===== config.mk =====
export PLATFORM = sky130hd
export DESIGN_NAME = flash_write_erase_sequencer
export DESIGN_NICKNAME = d
export VERILOG_FILES = /design/src/flash_seq_pkg.sv /design/src/flash_write_erase_sequencer.sv /design/src/flash_timing_tick.sv
export SDC_FILE = /design/constraint.sdc
export NUM_CORES = 1
export LEC_CHECK = 0
export BUFFER_PORTS_ARGS = -buffer_cell sky130_fd_sc_hd__buf_2
export CELL_PAD_IN_SITES_DETAIL_PLACEMENT = 0
export CELL_PAD_IN_SITES_GLOBAL_PLACEMENT = 1
export CORE_UTILIZATION = 25
export CTS_CLUSTER_SIZE = 10
export DETAILED_ROUTE_END_ITERATION = 16
export PLACE_DENSITY_LB_ADDON = 0.12
export SLEW_MARGIN = 20
export SYNTH_ARGS = -nofsm -noshare
export SYNTH_HDL_FRONTEND = slang
export SYNTH_SLANG_ARGS = --single-unit

===== constraint.sdc =====
create_clock -name CLK -period 2.5 [get_ports CLK]
set_input_delay 0 -clock CLK [delete_from_list [all_inputs] [get_ports CLK]]
set_output_delay 0 -clock CLK [all_outputs]
set_load 0.03 [all_outputs]

===== src/flash_seq_pkg.sv =====
// Constants, field layout and carrier types of the flash write/erase sequencer.
package flash_seq_pkg;

   // Control/status byte layout.
   localparam int CTL_BUSY_BIT   = 7;
   localparam int CTL_WBUSY_BIT  = 6;
   localparam int CTL_SPARE_MSB  = 5;
   localparam int CTL_SPARE_LSB  = 2;
   localparam int CTL_WRITE_BIT  = 1;
   localparam int CTL_ERASE_BIT  = 0;
   localparam logic [7:0] CTL_RESET    = 8'h00;
   localparam logic [3:0] SPARE_RESET  = 4'h0;

   // Address registers and the page field inside the high byte.
   localparam logic [7:0] ADDR_RESET   = 8'h00;
   localparam int PAGE_MSB       = 6;
   localparam int PAGE_LSB       = 1;
   localparam int WORD_ADDR_W    = 15;
   localparam int PAGE_W         = PAGE_MSB - PAGE_LSB + 1;

   // Write data port alias in the external data space.
   localparam logic [15:0] XDATA_PORT_ADDR = 16'hDFAF;

   // Word gathering.
   localparam int BYTES_PER_WORD = 4;
   localparam logic [1:0] LAST_BYTE = 2'(BYTES_PER_WORD - 1);
   localparam logic [31:0] ERASED_WORD = 32'hFFFF_FFFF;

   // Timing value and the time base it produces.
   localparam logic [5:0] TIMING_RESET = 6'h2A;
   localparam longint REF_CLK_MHZ   = 32;
   localparam longint WRITE_TIME_NS = 20_000;
   localparam longint ERASE_TIME_MS = 20;
   // One timing tick lasts TIMING_RESET cycles of the reference clock.
   localparam longint TICK_PS = longint'(TIMING_RESET) * 1_000_000 / REF_CLK_MHZ;
   localparam int WRITE_TICKS =
      int'((WRITE_TIME_NS * 1000 + TICK_PS - 1) / TICK_PS);
   localparam int ERASE_TICKS_DEF =
      int'((ERASE_TIME_MS * 1_000_000_000 + TICK_PS - 1) / TICK_PS);
   localparam int TICK_CNT_W = 16;

   typedef enum logic [1:0] {ST_IDLE, ST_ERASE, ST_COLLECT, ST_PROG} seq_state_e;

   // Special-function register writes from the CPU, one strobe per register.
   typedef struct packed {
      logic       ctrl_we;
      logic       data_we;
      logic       addr_hi_we;
      logic       addr_lo_we;
      logic       timing_we;
      logic [7:0] wdata;
   } sfr_wr_s;

   // External data space write, as issued by the DMA channel or the CPU.
   typedef struct packed {
      logic        we;
      logic [15:0] addr;
      logic [7:0]  wdata;
   } xdata_wr_s;

   // Command to the flash array macro.
   typedef struct packed {
      logic                   prog;
      logic                   erase;
      logic [WORD_ADDR_W-1:0] word_addr;
      logic [PAGE_W-1:0]      page;
      logic [31:0]            wdata;
   } array_cmd_s;

endpackage


===== src/flash_write_erase_sequencer.sv =====
// Flash write and page erase sequencer with byte gathering and DMA request.
// Operation
// - Request DMA whenever port can accept another byte
// - Starting write with armed DMA requests first byte
// - Program one 32-bit word per four bytes
// - Word busy flag held while word programs
// - Erased page reads all ones
// - Erase bit erases page from high address
// - Erase together with write: erase first
// - Busy flag covers whole erase, then clears unless a write is pending
// - Fetch from flash stalls until operation ends
// - Control value 02h starts a write
// - Control value 01h starts a page erase
// - Write port also at external address DFAFh
// - Start address is high:low; word busy during program
// - Status bits 7 and 6 read-only, reset zero
// - Timing value resets to 2Ah
`timescale 1ns/1ps
`default_nettype none
module flash_write_erase_sequencer
#(
   parameter int ERASE_TICKS = flash_seq_pkg::ERASE_TICKS_DEF
)
(
   input  wire logic                      CLK,
   input  wire logic                      ARST_N,
   input  wire flash_seq_pkg::sfr_wr_s    SFR_WR,
   input  wire flash_seq_pkg::xdata_wr_s  XDATA_WR,
   input  wire logic                      RUN_FROM_FLASH,
   output var  logic [7:0]                CONTROL_STATUS,
   output var  logic [7:0]                ADDR_HIGH,
   output var  logic [7:0]                ADDR_LOW,
   output var  logic [5:0]                TIMING_VALUE,
   output var  logic                      DMA_REQ,
   output var  logic                      FETCH_STALL,
   output var  flash_seq_pkg::array_cmd_s ARRAY_CMD
);

   localparam logic [15:0] WRITE_TICKS_C = 16'(flash_seq_pkg::WRITE_TICKS);
   localparam logic [15:0] ERASE_TICKS_C = 16'(ERASE_TICKS);

   // A byte reaches the write data port through either address map.
   function automatic logic port_hit(input flash_seq_pkg::sfr_wr_s s,
                                     input flash_seq_pkg::xdata_wr_s x);
      port_hit = s.data_we ||
                 (x.we && x.addr == flash_seq_pkg::XDATA_PORT_ADDR);
   endfunction

   function automatic logic [7:0] port_byte(input flash_seq_pkg::sfr_wr_s s);
      port_byte = s.data_we ? s.wdata : XDATA_WR.wdata;
   endfunction

   // Software-written registers.
   logic [7:0] addr_hi_reg;
   logic [7:0] addr_hi_next;
   logic [7:0] addr_lo_reg;
   logic [7:0] addr_lo_next;
   logic [5:0] timing_reg;
   logic [5:0] timing_next;
   logic [3:0] spare_reg;
   logic [3:0] spare_next;

   // Sequencer state.
   flash_seq_pkg::seq_state_e  state_reg;
   flash_seq_pkg::seq_state_e  state_next;
   flash_seq_pkg::array_cmd_s  array_reg;
   flash_seq_pkg::array_cmd_s  array_next;
   logic [1:0]                 byte_cnt_reg;
   logic [1:0]                 byte_cnt_next;
   logic [15:0]                tick_cnt_reg;
   logic [15:0]                tick_cnt_next;
   logic                       pend_write_reg;
   logic                       pend_write_next;
   logic                       from_flash_reg;
   logic                       from_flash_next;
   logic                       dma_req_reg;
   logic                       dma_req_next;
   logic                       stall_reg;
   logic                       stall_next;
   logic [7:0]                 status_reg;
   logic [7:0]                 status_next;
   logic                       tick;
   logic                       byte_in;
   logic [14:0]                start_addr;

   assign byte_in    = port_hit(SFR_WR, XDATA_WR);
   assign start_addr = {addr_hi_reg[6:0], addr_lo_reg};

   flash_timing_tick u_tick
   (
      .CLK    (CLK),
      .ARST_N (ARST_N),
      .RUN    (state_reg == flash_seq_pkg::ST_ERASE ||
               state_reg == flash_seq_pkg::ST_PROG),
      .PERIOD (timing_reg),
      .TICK   (tick)
   );

   always_comb
   begin
      addr_hi_next = SFR_WR.addr_hi_we ? SFR_WR.wdata : addr_hi_reg;
      addr_lo_next = SFR_WR.addr_lo_we ? SFR_WR.wdata : addr_lo_reg;
      timing_next  = SFR_WR.timing_we  ? SFR_WR.wdata[5:0] : timing_reg;
      spare_next   = spare_reg;
      if (SFR_WR.ctrl_we)
      begin
         spare_next = SFR_WR.wdata[flash_seq_pkg::CTL_SPARE_MSB:
                                   flash_seq_pkg::CTL_SPARE_LSB];
      end
   end

   always_ff @(posedge CLK or negedge ARST_N)
   begin
      if (!ARST_N)
      begin
         addr_hi_reg <= flash_seq_pkg::ADDR_RESET;
         addr_lo_reg <= flash_seq_pkg::ADDR_RESET;
         timing_reg  <= flash_seq_pkg::TIMING_RESET;
         spare_reg   <= flash_seq_pkg::SPARE_RESET;
      end
      else
      begin
         addr_hi_reg <= addr_hi_next;
         addr_lo_reg <= addr_lo_next;
         timing_reg  <= timing_next;
         spare_reg   <= spare_next;
      end
   end

   // Control writes during an erase or a word program only update the spare bits; software
   // is expected to wait for the busy flag before reconfiguring.
   always_comb
   begin
      state_next      = state_reg;
      array_next      = array_reg;
      byte_cnt_next   = byte_cnt_reg;
      tick_cnt_next   = tick_cnt_reg;
      pend_write_next = pend_write_reg;
      from_flash_next = from_flash_reg;
      dma_req_next    = 1'b0;
      case (state_reg)
         flash_seq_pkg::ST_IDLE:
         begin
            if (SFR_WR.ctrl_we)
            begin
               pend_write_next = SFR_WR.wdata[flash_seq_pkg::CTL_WRITE_BIT];
               from_flash_next = RUN_FROM_FLASH;
               tick_cnt_next   = 16'h0000;
               if (SFR_WR.wdata[flash_seq_pkg::CTL_ERASE_BIT])
               begin
                  state_next       = flash_seq_pkg::ST_ERASE;
                  array_next.erase = 1'b1;
                  array_next.page  = addr_hi_reg[flash_seq_pkg::PAGE_MSB:
                                                 flash_seq_pkg::PAGE_LSB];
                  array_next.wdata = flash_seq_pkg::ERASED_WORD;
               end
               else if (SFR_WR.wdata[flash_seq_pkg::CTL_WRITE_BIT])
               begin
                  state_next           = flash_seq_pkg::ST_COLLECT;
                  array_next.word_addr = start_addr;
                  byte_cnt_next        = 2'h0;
                  dma_req_next         = 1'b1;
               end
            end
         end
         flash_seq_pkg::ST_ERASE:
         begin
            if (tick)
            begin
               tick_cnt_next = tick_cnt_reg + 16'h0001;
            end
            if (tick && tick_cnt_reg + 16'h0001 >= ERASE_TICKS_C)
            begin
               array_next.erase = 1'b0;
               if (pend_write_reg)
               begin
                  state_next           = flash_seq_pkg::ST_COLLECT;
                  array_next.word_addr = start_addr;
                  byte_cnt_next        = 2'h0;
                  dma_req_next         = 1'b1;
               end
               else
               begin
                  state_next = flash_seq_pkg::ST_IDLE;
               end
            end
         end
         flash_seq_pkg::ST_COLLECT:
         begin
            if (SFR_WR.ctrl_we && !SFR_WR.wdata[flash_seq_pkg::CTL_WRITE_BIT])
            begin
               state_next = flash_seq_pkg::ST_IDLE;
            end
            else if (byte_in)
            begin
               array_next.wdata[byte_cnt_reg*8 +: 8] = port_byte(SFR_WR);
               byte_cnt_next = byte_cnt_reg + 2'h1;
               if (byte_cnt_reg == flash_seq_pkg::LAST_BYTE)
               begin
                  state_next      = flash_seq_pkg::ST_PROG;
                  array_next.prog = 1'b1;
                  tick_cnt_next   = 16'h0000;
               end
               else
               begin
                  dma_req_next = 1'b1;
               end
            end
         end
         flash_seq_pkg::ST_PROG:
         begin
            if (tick)
            begin
               tick_cnt_next = tick_cnt_reg + 16'h0001;
            end
            if (tick && tick_cnt_reg + 16'h0001 >= WRITE_TICKS_C)
            begin
               array_next.prog      = 1'b0;
               array_next.word_addr = array_reg.word_addr + 15'h0001;
               state_next           = flash_seq_pkg::ST_COLLECT;
               dma_req_next         = 1'b1;
            end
         end
         default:
         begin
            state_next = flash_seq_pkg::ST_IDLE;
         end
      endcase
      stall_next = from_flash_next && (array_next.erase || array_next.prog);
      status_next = {state_next != flash_seq_pkg::ST_IDLE, array_next.prog,
                     spare_next,
                     state_next == flash_seq_pkg::ST_COLLECT ||
                     state_next == flash_seq_pkg::ST_PROG,
                     array_next.erase};
   end

   always_ff @(posedge CLK or negedge ARST_N)
   begin
      if (!ARST_N)
      begin
         state_reg      <= flash_seq_pkg::ST_IDLE;
         array_reg      <= '0;
         byte_cnt_reg   <= 2'h0;
         tick_cnt_reg   <= 16'h0000;
         pend_write_reg <= 1'b0;
         from_flash_reg <= 1'b0;
         dma_req_reg    <= 1'b0;
         stall_reg      <= 1'b0;
         status_reg     <= flash_seq_pkg::CTL_RESET;
      end
      else
      begin
         state_reg      <= state_next;
         array_reg      <= array_next;
         byte_cnt_reg   <= byte_cnt_next;
         tick_cnt_reg   <= tick_cnt_next;
         pend_write_reg <= pend_write_next;
         from_flash_reg <= from_flash_next;
         dma_req_reg    <= dma_req_next;
         stall_reg      <= stall_next;
         status_reg     <= status_next;
      end
   end

   assign CONTROL_STATUS = status_reg;
   assign ADDR_HIGH      = addr_hi_reg;
   assign ADDR_LOW       = addr_lo_reg;
   assign TIMING_VALUE   = timing_reg;
   assign DMA_REQ        = dma_req_reg;
   assign FETCH_STALL    = stall_reg;
   assign ARRAY_CMD      = array_reg;
endmodule
`default_nettype wire


===== src/flash_timing_tick.sv =====
// Time base that pulses once every timing-value clock cycles while running.
`timescale 1ns/1ps
`default_nettype none
module flash_timing_tick
(
   input  wire logic       CLK,
   input  wire logic       ARST_N,
   input  wire logic       RUN,
   input  wire logic [5:0] PERIOD,
   output var  logic       TICK
);

   logic [5:0] cnt_reg;
   logic [5:0] cnt_next;
   logic       tick_reg;
   logic       tick_next;

   // A period of zero is treated as one so the sequence can never hang.
   always_comb
   begin
      cnt_next  = cnt_reg;
      tick_next = 1'b0;
      if (!RUN)
      begin
         cnt_next = 6'h00;
      end
      else if (cnt_reg + 6'h01 >= PERIOD)
      begin
         cnt_next  = 6'h00;
         tick_next = 1'b1;
      end
      else
      begin
         cnt_next = cnt_reg + 6'h01;
      end
   end

   always_ff @(posedge CLK or negedge ARST_N)
   begin
      if (!ARST_N)
      begin
         cnt_reg  <= 6'h00;
         tick_reg <= 1'b0;
      end
      else
      begin
         cnt_reg  <= cnt_next;
         tick_reg <= tick_next;
      end
   end

   assign TICK = tick_reg;

endmodule
`default_nettype wire


Word level (Yosys, flattened, before mapping)
Cells that the tools add are included.
- register bits after elaboration: 120
- input bits: 41
- output and inout port bits: 87
- logic and storage cells: 130
- add/sub/neg operators: 5
- magnitude comparators: 3
- equality and inequality tests: 18
- shift-type cells: 2
- mux-type cells: 61
- reduce and logical (&&, ||, !) cells: 22
- operators by type and width (kind ; count):
    2-to-1 mux 16 bit ; 6
    2-to-1 mux 32 bit ; 2
    one-hot mux 32 bit (2 select lines) ; 1
    2-to-1 mux 15 bit ; 4
    2-to-1 mux 54 bit ; 1
    one-hot mux 16 bit (3 select lines) ; 1
    one-hot mux 15 bit (3 select lines) ; 1
    2-to-1 mux 38 bit ; 1
    negation 5 -> 34 bit ; 1
    variable shift 8 x 34 -> 32 bit (first input constant) ; 1
    indexed part select 8 x 34 -> 32 bit ; 1
    bitwise mux 32 bit ; 1
    2-to-1 mux 2 bit ; 16
    2-to-1 mux 1 bit ; 18
    adder 16 x 1 -> 16 bit (second input constant) ; 1
    == test 16 bit (second input constant) ; 1
    greater-or-equal comparator 16 x 14 -> 1 bit (second input constant) ; 1
    greater-or-equal comparator 16 x 5 -> 1 bit (second input constant) ; 1
    inequality test 2 bit (second input constant) ; 8
    adder 15 x 1 -> 15 bit (second input constant) ; 1
    2-to-1 mux 6 bit ; 2
    == test 2 bit (second input constant) ; 5
    AND reduction 5 bit ; 2
    2-to-1 mux 8 bit ; 1
    21 further kinds ; 33

Logic depth before layout (Yosys ltp)
- depth in word-level cells: 8
- mapped depth: 11

By module
A second synthesis with hierarchy kept.
- cells, all modules: 575
- area, all modules: 6093.3 µm²
- by module, submodules not included (module ; instances ; cells an instance ; area each (µm²) ; sequential area each (µm²)):
    flash_write_erase_sequencer ; 1 ; 531 ; 5634.2 ; 2656.3
    flash_timing_tick ; 1 ; 44 ; 459.2 ; 175.2

Worst setup path before layout
Ideal clock, no wire load.
- path kind: register to register
- start: register tick_cnt_reg[1]
- end: register array_reg (netlist bit ARRAY_CMD[39])
- library setup time: 0.125 ns
- data arrival time: 2.472 ns
- data required time: 2.375 ns
- path slack: -0.097 ns
- stages on the path, launching flop included: 10
- cells stage by stage: dfrtp_1 > ha_1 > nand4_4 > nor4_4 > and4b_1 > or2_1 > nand3_1 > o211a_1 > o21ai_4 > mux2_4
- longest elaborated chain between the ends: 5
- elaborated cells on any way between the ends: 8
- classes of those cells: add/sub (1); order compare (2); eq/ne (2); reduce/logical (3)
- RTL lines (element ; RTL line ; RTL):
    start: declaration ; flash_write_erase_sequencer.sv:70 ; logic [15:0] tick_cnt_reg;
    start signal: assignment ; flash_write_erase_sequencer.sv:256 ; tick_cnt_reg <= tick_cnt_next;
    adder 16 x 1 -> 16 bit (*) ; flash_write_erase_sequencer.sv:172, flash_write_erase_sequencer.sv:216 ;
    greater-or-equal comparator 16 x 5 -> 1 bit / greater-or-equal comparator 16 x 14 -> 1 bit (equally long branches) ; flash_write_erase_sequencer.sv:216, flash_write_erase_sequencer.sv:172 ;
    logical AND 1 bit, on equally long branches ; flash_write_erase_sequencer.sv:216, flash_write_erase_sequencer.sv:172 ;
    inequality test 2 x 1 -> 1 bit (no line) ; -- ;
    AND reduction 7 bit (no line) (*) ; -- ;
    end signal: assignment ; flash_write_erase_sequencer.sv:254 ; array_reg <= array_next;
    end: declaration ; flash_write_erase_sequencer.sv:66 ; flash_seq_pkg::array_cmd_s array_reg;
Mark *: on every way between the ends. The rest lies on a longest branch, timed or not.
A chain may end at the register's enable or synchronous reset.

Final worst setup path
- start: register tick_cnt_reg[0]
- end: register array_reg (netlist bit ARRAY_CMD[46])
The elaborated chain is that of the path after synthesis.

==> impl_metrics.tcl <==
set metrics [dict create \
    holdPathStages 2 \
    boundaryPins 128 \
    grt_first_pass_wirelength_mm 32.48 \
    rsz0062_at_grt "true" \
    core_area_um2 24390 \
    fp-row-count 57 \
    layout_commonest_cell "buf_2" \
    clock_skew_ps 13.13 \
    drt_iter0_drc 191 \
    rr_worst_depth 11 \
    tightest_slew_ps 856.3 \
    slew_headroom 0.4253 \
    synth.net_count 653 \
    vias 5520 \
    cts_tree "yes" \
    run_status "complete, but fails checks" \
    first_pass_iters 4 \
    synth_area_leaders "dfrtp_1 (44%), mux2_2 (9.6%), o21ai_0 (4.2%)" \
    grt_pass1_vias 5647 \
    synth-seq-area-share 0.4576 \
    clk_pin_slew_ps 60 \
    grt.total_usage 0.1633 \
    slew_violations 0 \
    wire_per_inst_um 17.92 \
    clk_latency_ps 420 \
    grt_max_degree 53 \
    syn_to_final_growth_pct 38.81 \
    globalplace.congestion 0.8236 \
    cts_made_buffers 17 \
    htree_levels 4 \
    io_buffers 127 \
    ant_nets 0 \
    max_stage_delay_ps 460 \
    grt_overflow 0 \
    start_util 0.2559 \
    p_leak_uw 0.003921 \
    cp.depth 11 \
    critPathRequiredTime_ps 2790 \
    worst_path_dominant_cell_family "compound AO/OA/AOI/OAI gates" \
    die_h_um 160.0 \
    synth-seq-cells 114 \
    hold_path.class "primary input to flip-flop" \
    cts-root-buf "clkbuf_16" \
    setup_viol 13 \
    path_cells "buf_4 -> buf_4 -> a21o_1 -> a31oi_2 -> a41oi_2 -> a2111oi_4 -> a21boi_4 -> o22ai_4 -> buf_6 -> o221ai_2 -> o2bb2ai_1" \
    period_share 1.030 \
    synth_edf_count 0 \
    max-cap-violations 0 \
    drc 0 \
    drt-total-wl_mm 20.43 \
    p_per_area_nw_per_um2 1173 \
    startpoint_type "flip-flop" \
    cts_sinks 114 \
    hpwl_mm 14.69 \
    cp_num_buf_inv 3 \
    synth_cell_type_count 70 \
    period_minus_slack_ps 2575 \
    path_class "flip-flop to flip-flop" \
    antenna_found_initial 1 \
    instances_no_fill 1140 \
    die-area_um2 25600 \
    via_per_inst 4.842 \
    hold_viol 0 \
    syn_inst 598 \
    ir_drop_v 0.0004637 \
    crit_path_end_kind "flip-flop" \
    yosysWarnings 0 \
    crit_top_cell "buf_4" \
    fin_ws_ps -74.92 \
    syn_avg_cell_area_um2 10.44 \
    fmax_ghz 0.3884 \
    drive_above_1_share 0.4209 \
    nets 857 \
    dp_cells 1079 \
    slowest_stage "a2111oi_4" \
    ctsLongestPathBuffers 2 \
    power_uw 10160 \
    crit_arrival_ps 2860 \
    largest_reg_flops 53 \
    async_reset_ff_frac 1.000 \
    synth_area_um2 6242 \
    violations "setup timing" \
    most-common-layout-cells "buf_2 (126), dfrtp_1 (106), buf_4 (72)" \
    synthDominantCellAreaShare 0.4450 \
    die_w_um 160.0 \
    critPathMaxFanout 6 \
    tns_ps -643.5 \
    synth_ff_type "dfrtp_1" \
    synth_area_leader_cell "dfrtp_1" \
]
==> power breakdown <==
group	switching, uW	internal [uW]
Combinational	2860	1890
Sequential	581	2450
Clock	975	1400
==> synthesized netlist by cell type, types with 3 or more instances <==
master	n
dfrtp_1	111
mux2_2	53
o21ai_0	52
nand2_1	38
nand3_1	26
a21oi_1	22
inv_1	22
clkbuf_1	21
nor2_1	19
nand4_1	17
ha_1	14
o21a_1	13
o221ai_1	13
o2bb2ai_1	13
o211ai_1	11
and3_1	9
mux2i_1	9
nor3_1	9
xnor2_1	8
buf_2	7
buf_4	7
a21o_1	6
nand2b_1	6
a22o_1	5
a22oi_1	5
and2_1	5
nor2b_1	5
nor4_1	5
o21ai_1	5
buf_6	3
dfstp_2	3
nand3b_1	3
nand4b_1	3
or2_2	3
==> final cells by class <==
| type | instances | area [um2] |
|---|---|---|
| diodes | 1 | 2.502 |
| repair buffers | 224 | 1480 |
| multi-input cells | 422 | 3259 |
| clock buffers | 18 | 439.2 |
| clock inverters | 14 | 128.9 |
| flip-flops and latches | 114 | 2863 |
| well taps | 324 | 405.4 |
| inverters | 23 | 86.33 |
| fillers | 2521 | 15730 |
==> per-stage QoR <==
stage               hold WS, ps    util  setup slack, ps  cell area, um2
CTS                       4.519  0.3468           -44.38            8458
global placement          89.29  0.3141           -98.02            7662
floorplan                -295.6       -            24.37            6267
finish                    17.64  0.3552           -74.92            8665
global route              29.63  0.3551           -223.0            8662
detailed placement        98.21  0.3141           -183.6            7662
==> layer usage <==
metal  wire [um]  vias to the layer above  GRT usage
met5           0                        -          0
met2        9459                      134     0.2534
met3         964                       14    0.03584
li1            -                     2646          -
met4         215                        0    0.05022
met1        9786                     2726     0.2257
==> timing repair <==
item,CTS,global route
pin swaps,5,21
hold buffers,15,0
setup buffers,4,10
hold endpoints to repair,75,0
gates resized for setup,11,30
endpoints found under the setup margin,19,22
==> cell families (layout without fill, tap and decap cells) <==
family / after synthesis / in the layout / share of synthesized area
flip-flops: 114 / 114 / 0.4576
AND/OR/NAND/NOR: 170 / 170 / 0.1555
other: 0 / 1 / 0
XOR/XNOR: 10 / 10 / 0.01403
adder cells (fa/ha/maj): 14 / 14 / 0.02806
AO/OA/AOI/OAI: 165 / 165 / 0.1858
buffers and inverters: 62 / 279 / 0.04650
multiplexers: 63 / 63 / 0.1124
==> final timing paths <==
check                                            start                           to  slack (ps)
setup / recovery           tick_cnt_reg[0]$_DFFE_PN0P_    ARRAY_CMD[46]$_DFFE_PN0P_         -70
hold / removal                               SFR_WR[9]      ADDR_LOW[4]$_DFFE_PN0P_          20
setup reg to reg           tick_cnt_reg[0]$_DFFE_PN0P_    ARRAY_CMD[46]$_DFFE_PN0P_         -70
hold reg to reg            u_tick.cnt_reg[0]$_DFF_PN0_  u_tick.cnt_reg[0]$_DFF_PN0_         490
max in group asynchronous                       ARST_N  TIMING_VALUE[5]$_DFFE_PN1P_        1520
min in group asynchronous                       ARST_N    ARRAY_CMD[20]$_DFFE_PN0P_         170
Note: power is estimated with default switching activity, not from simulation.
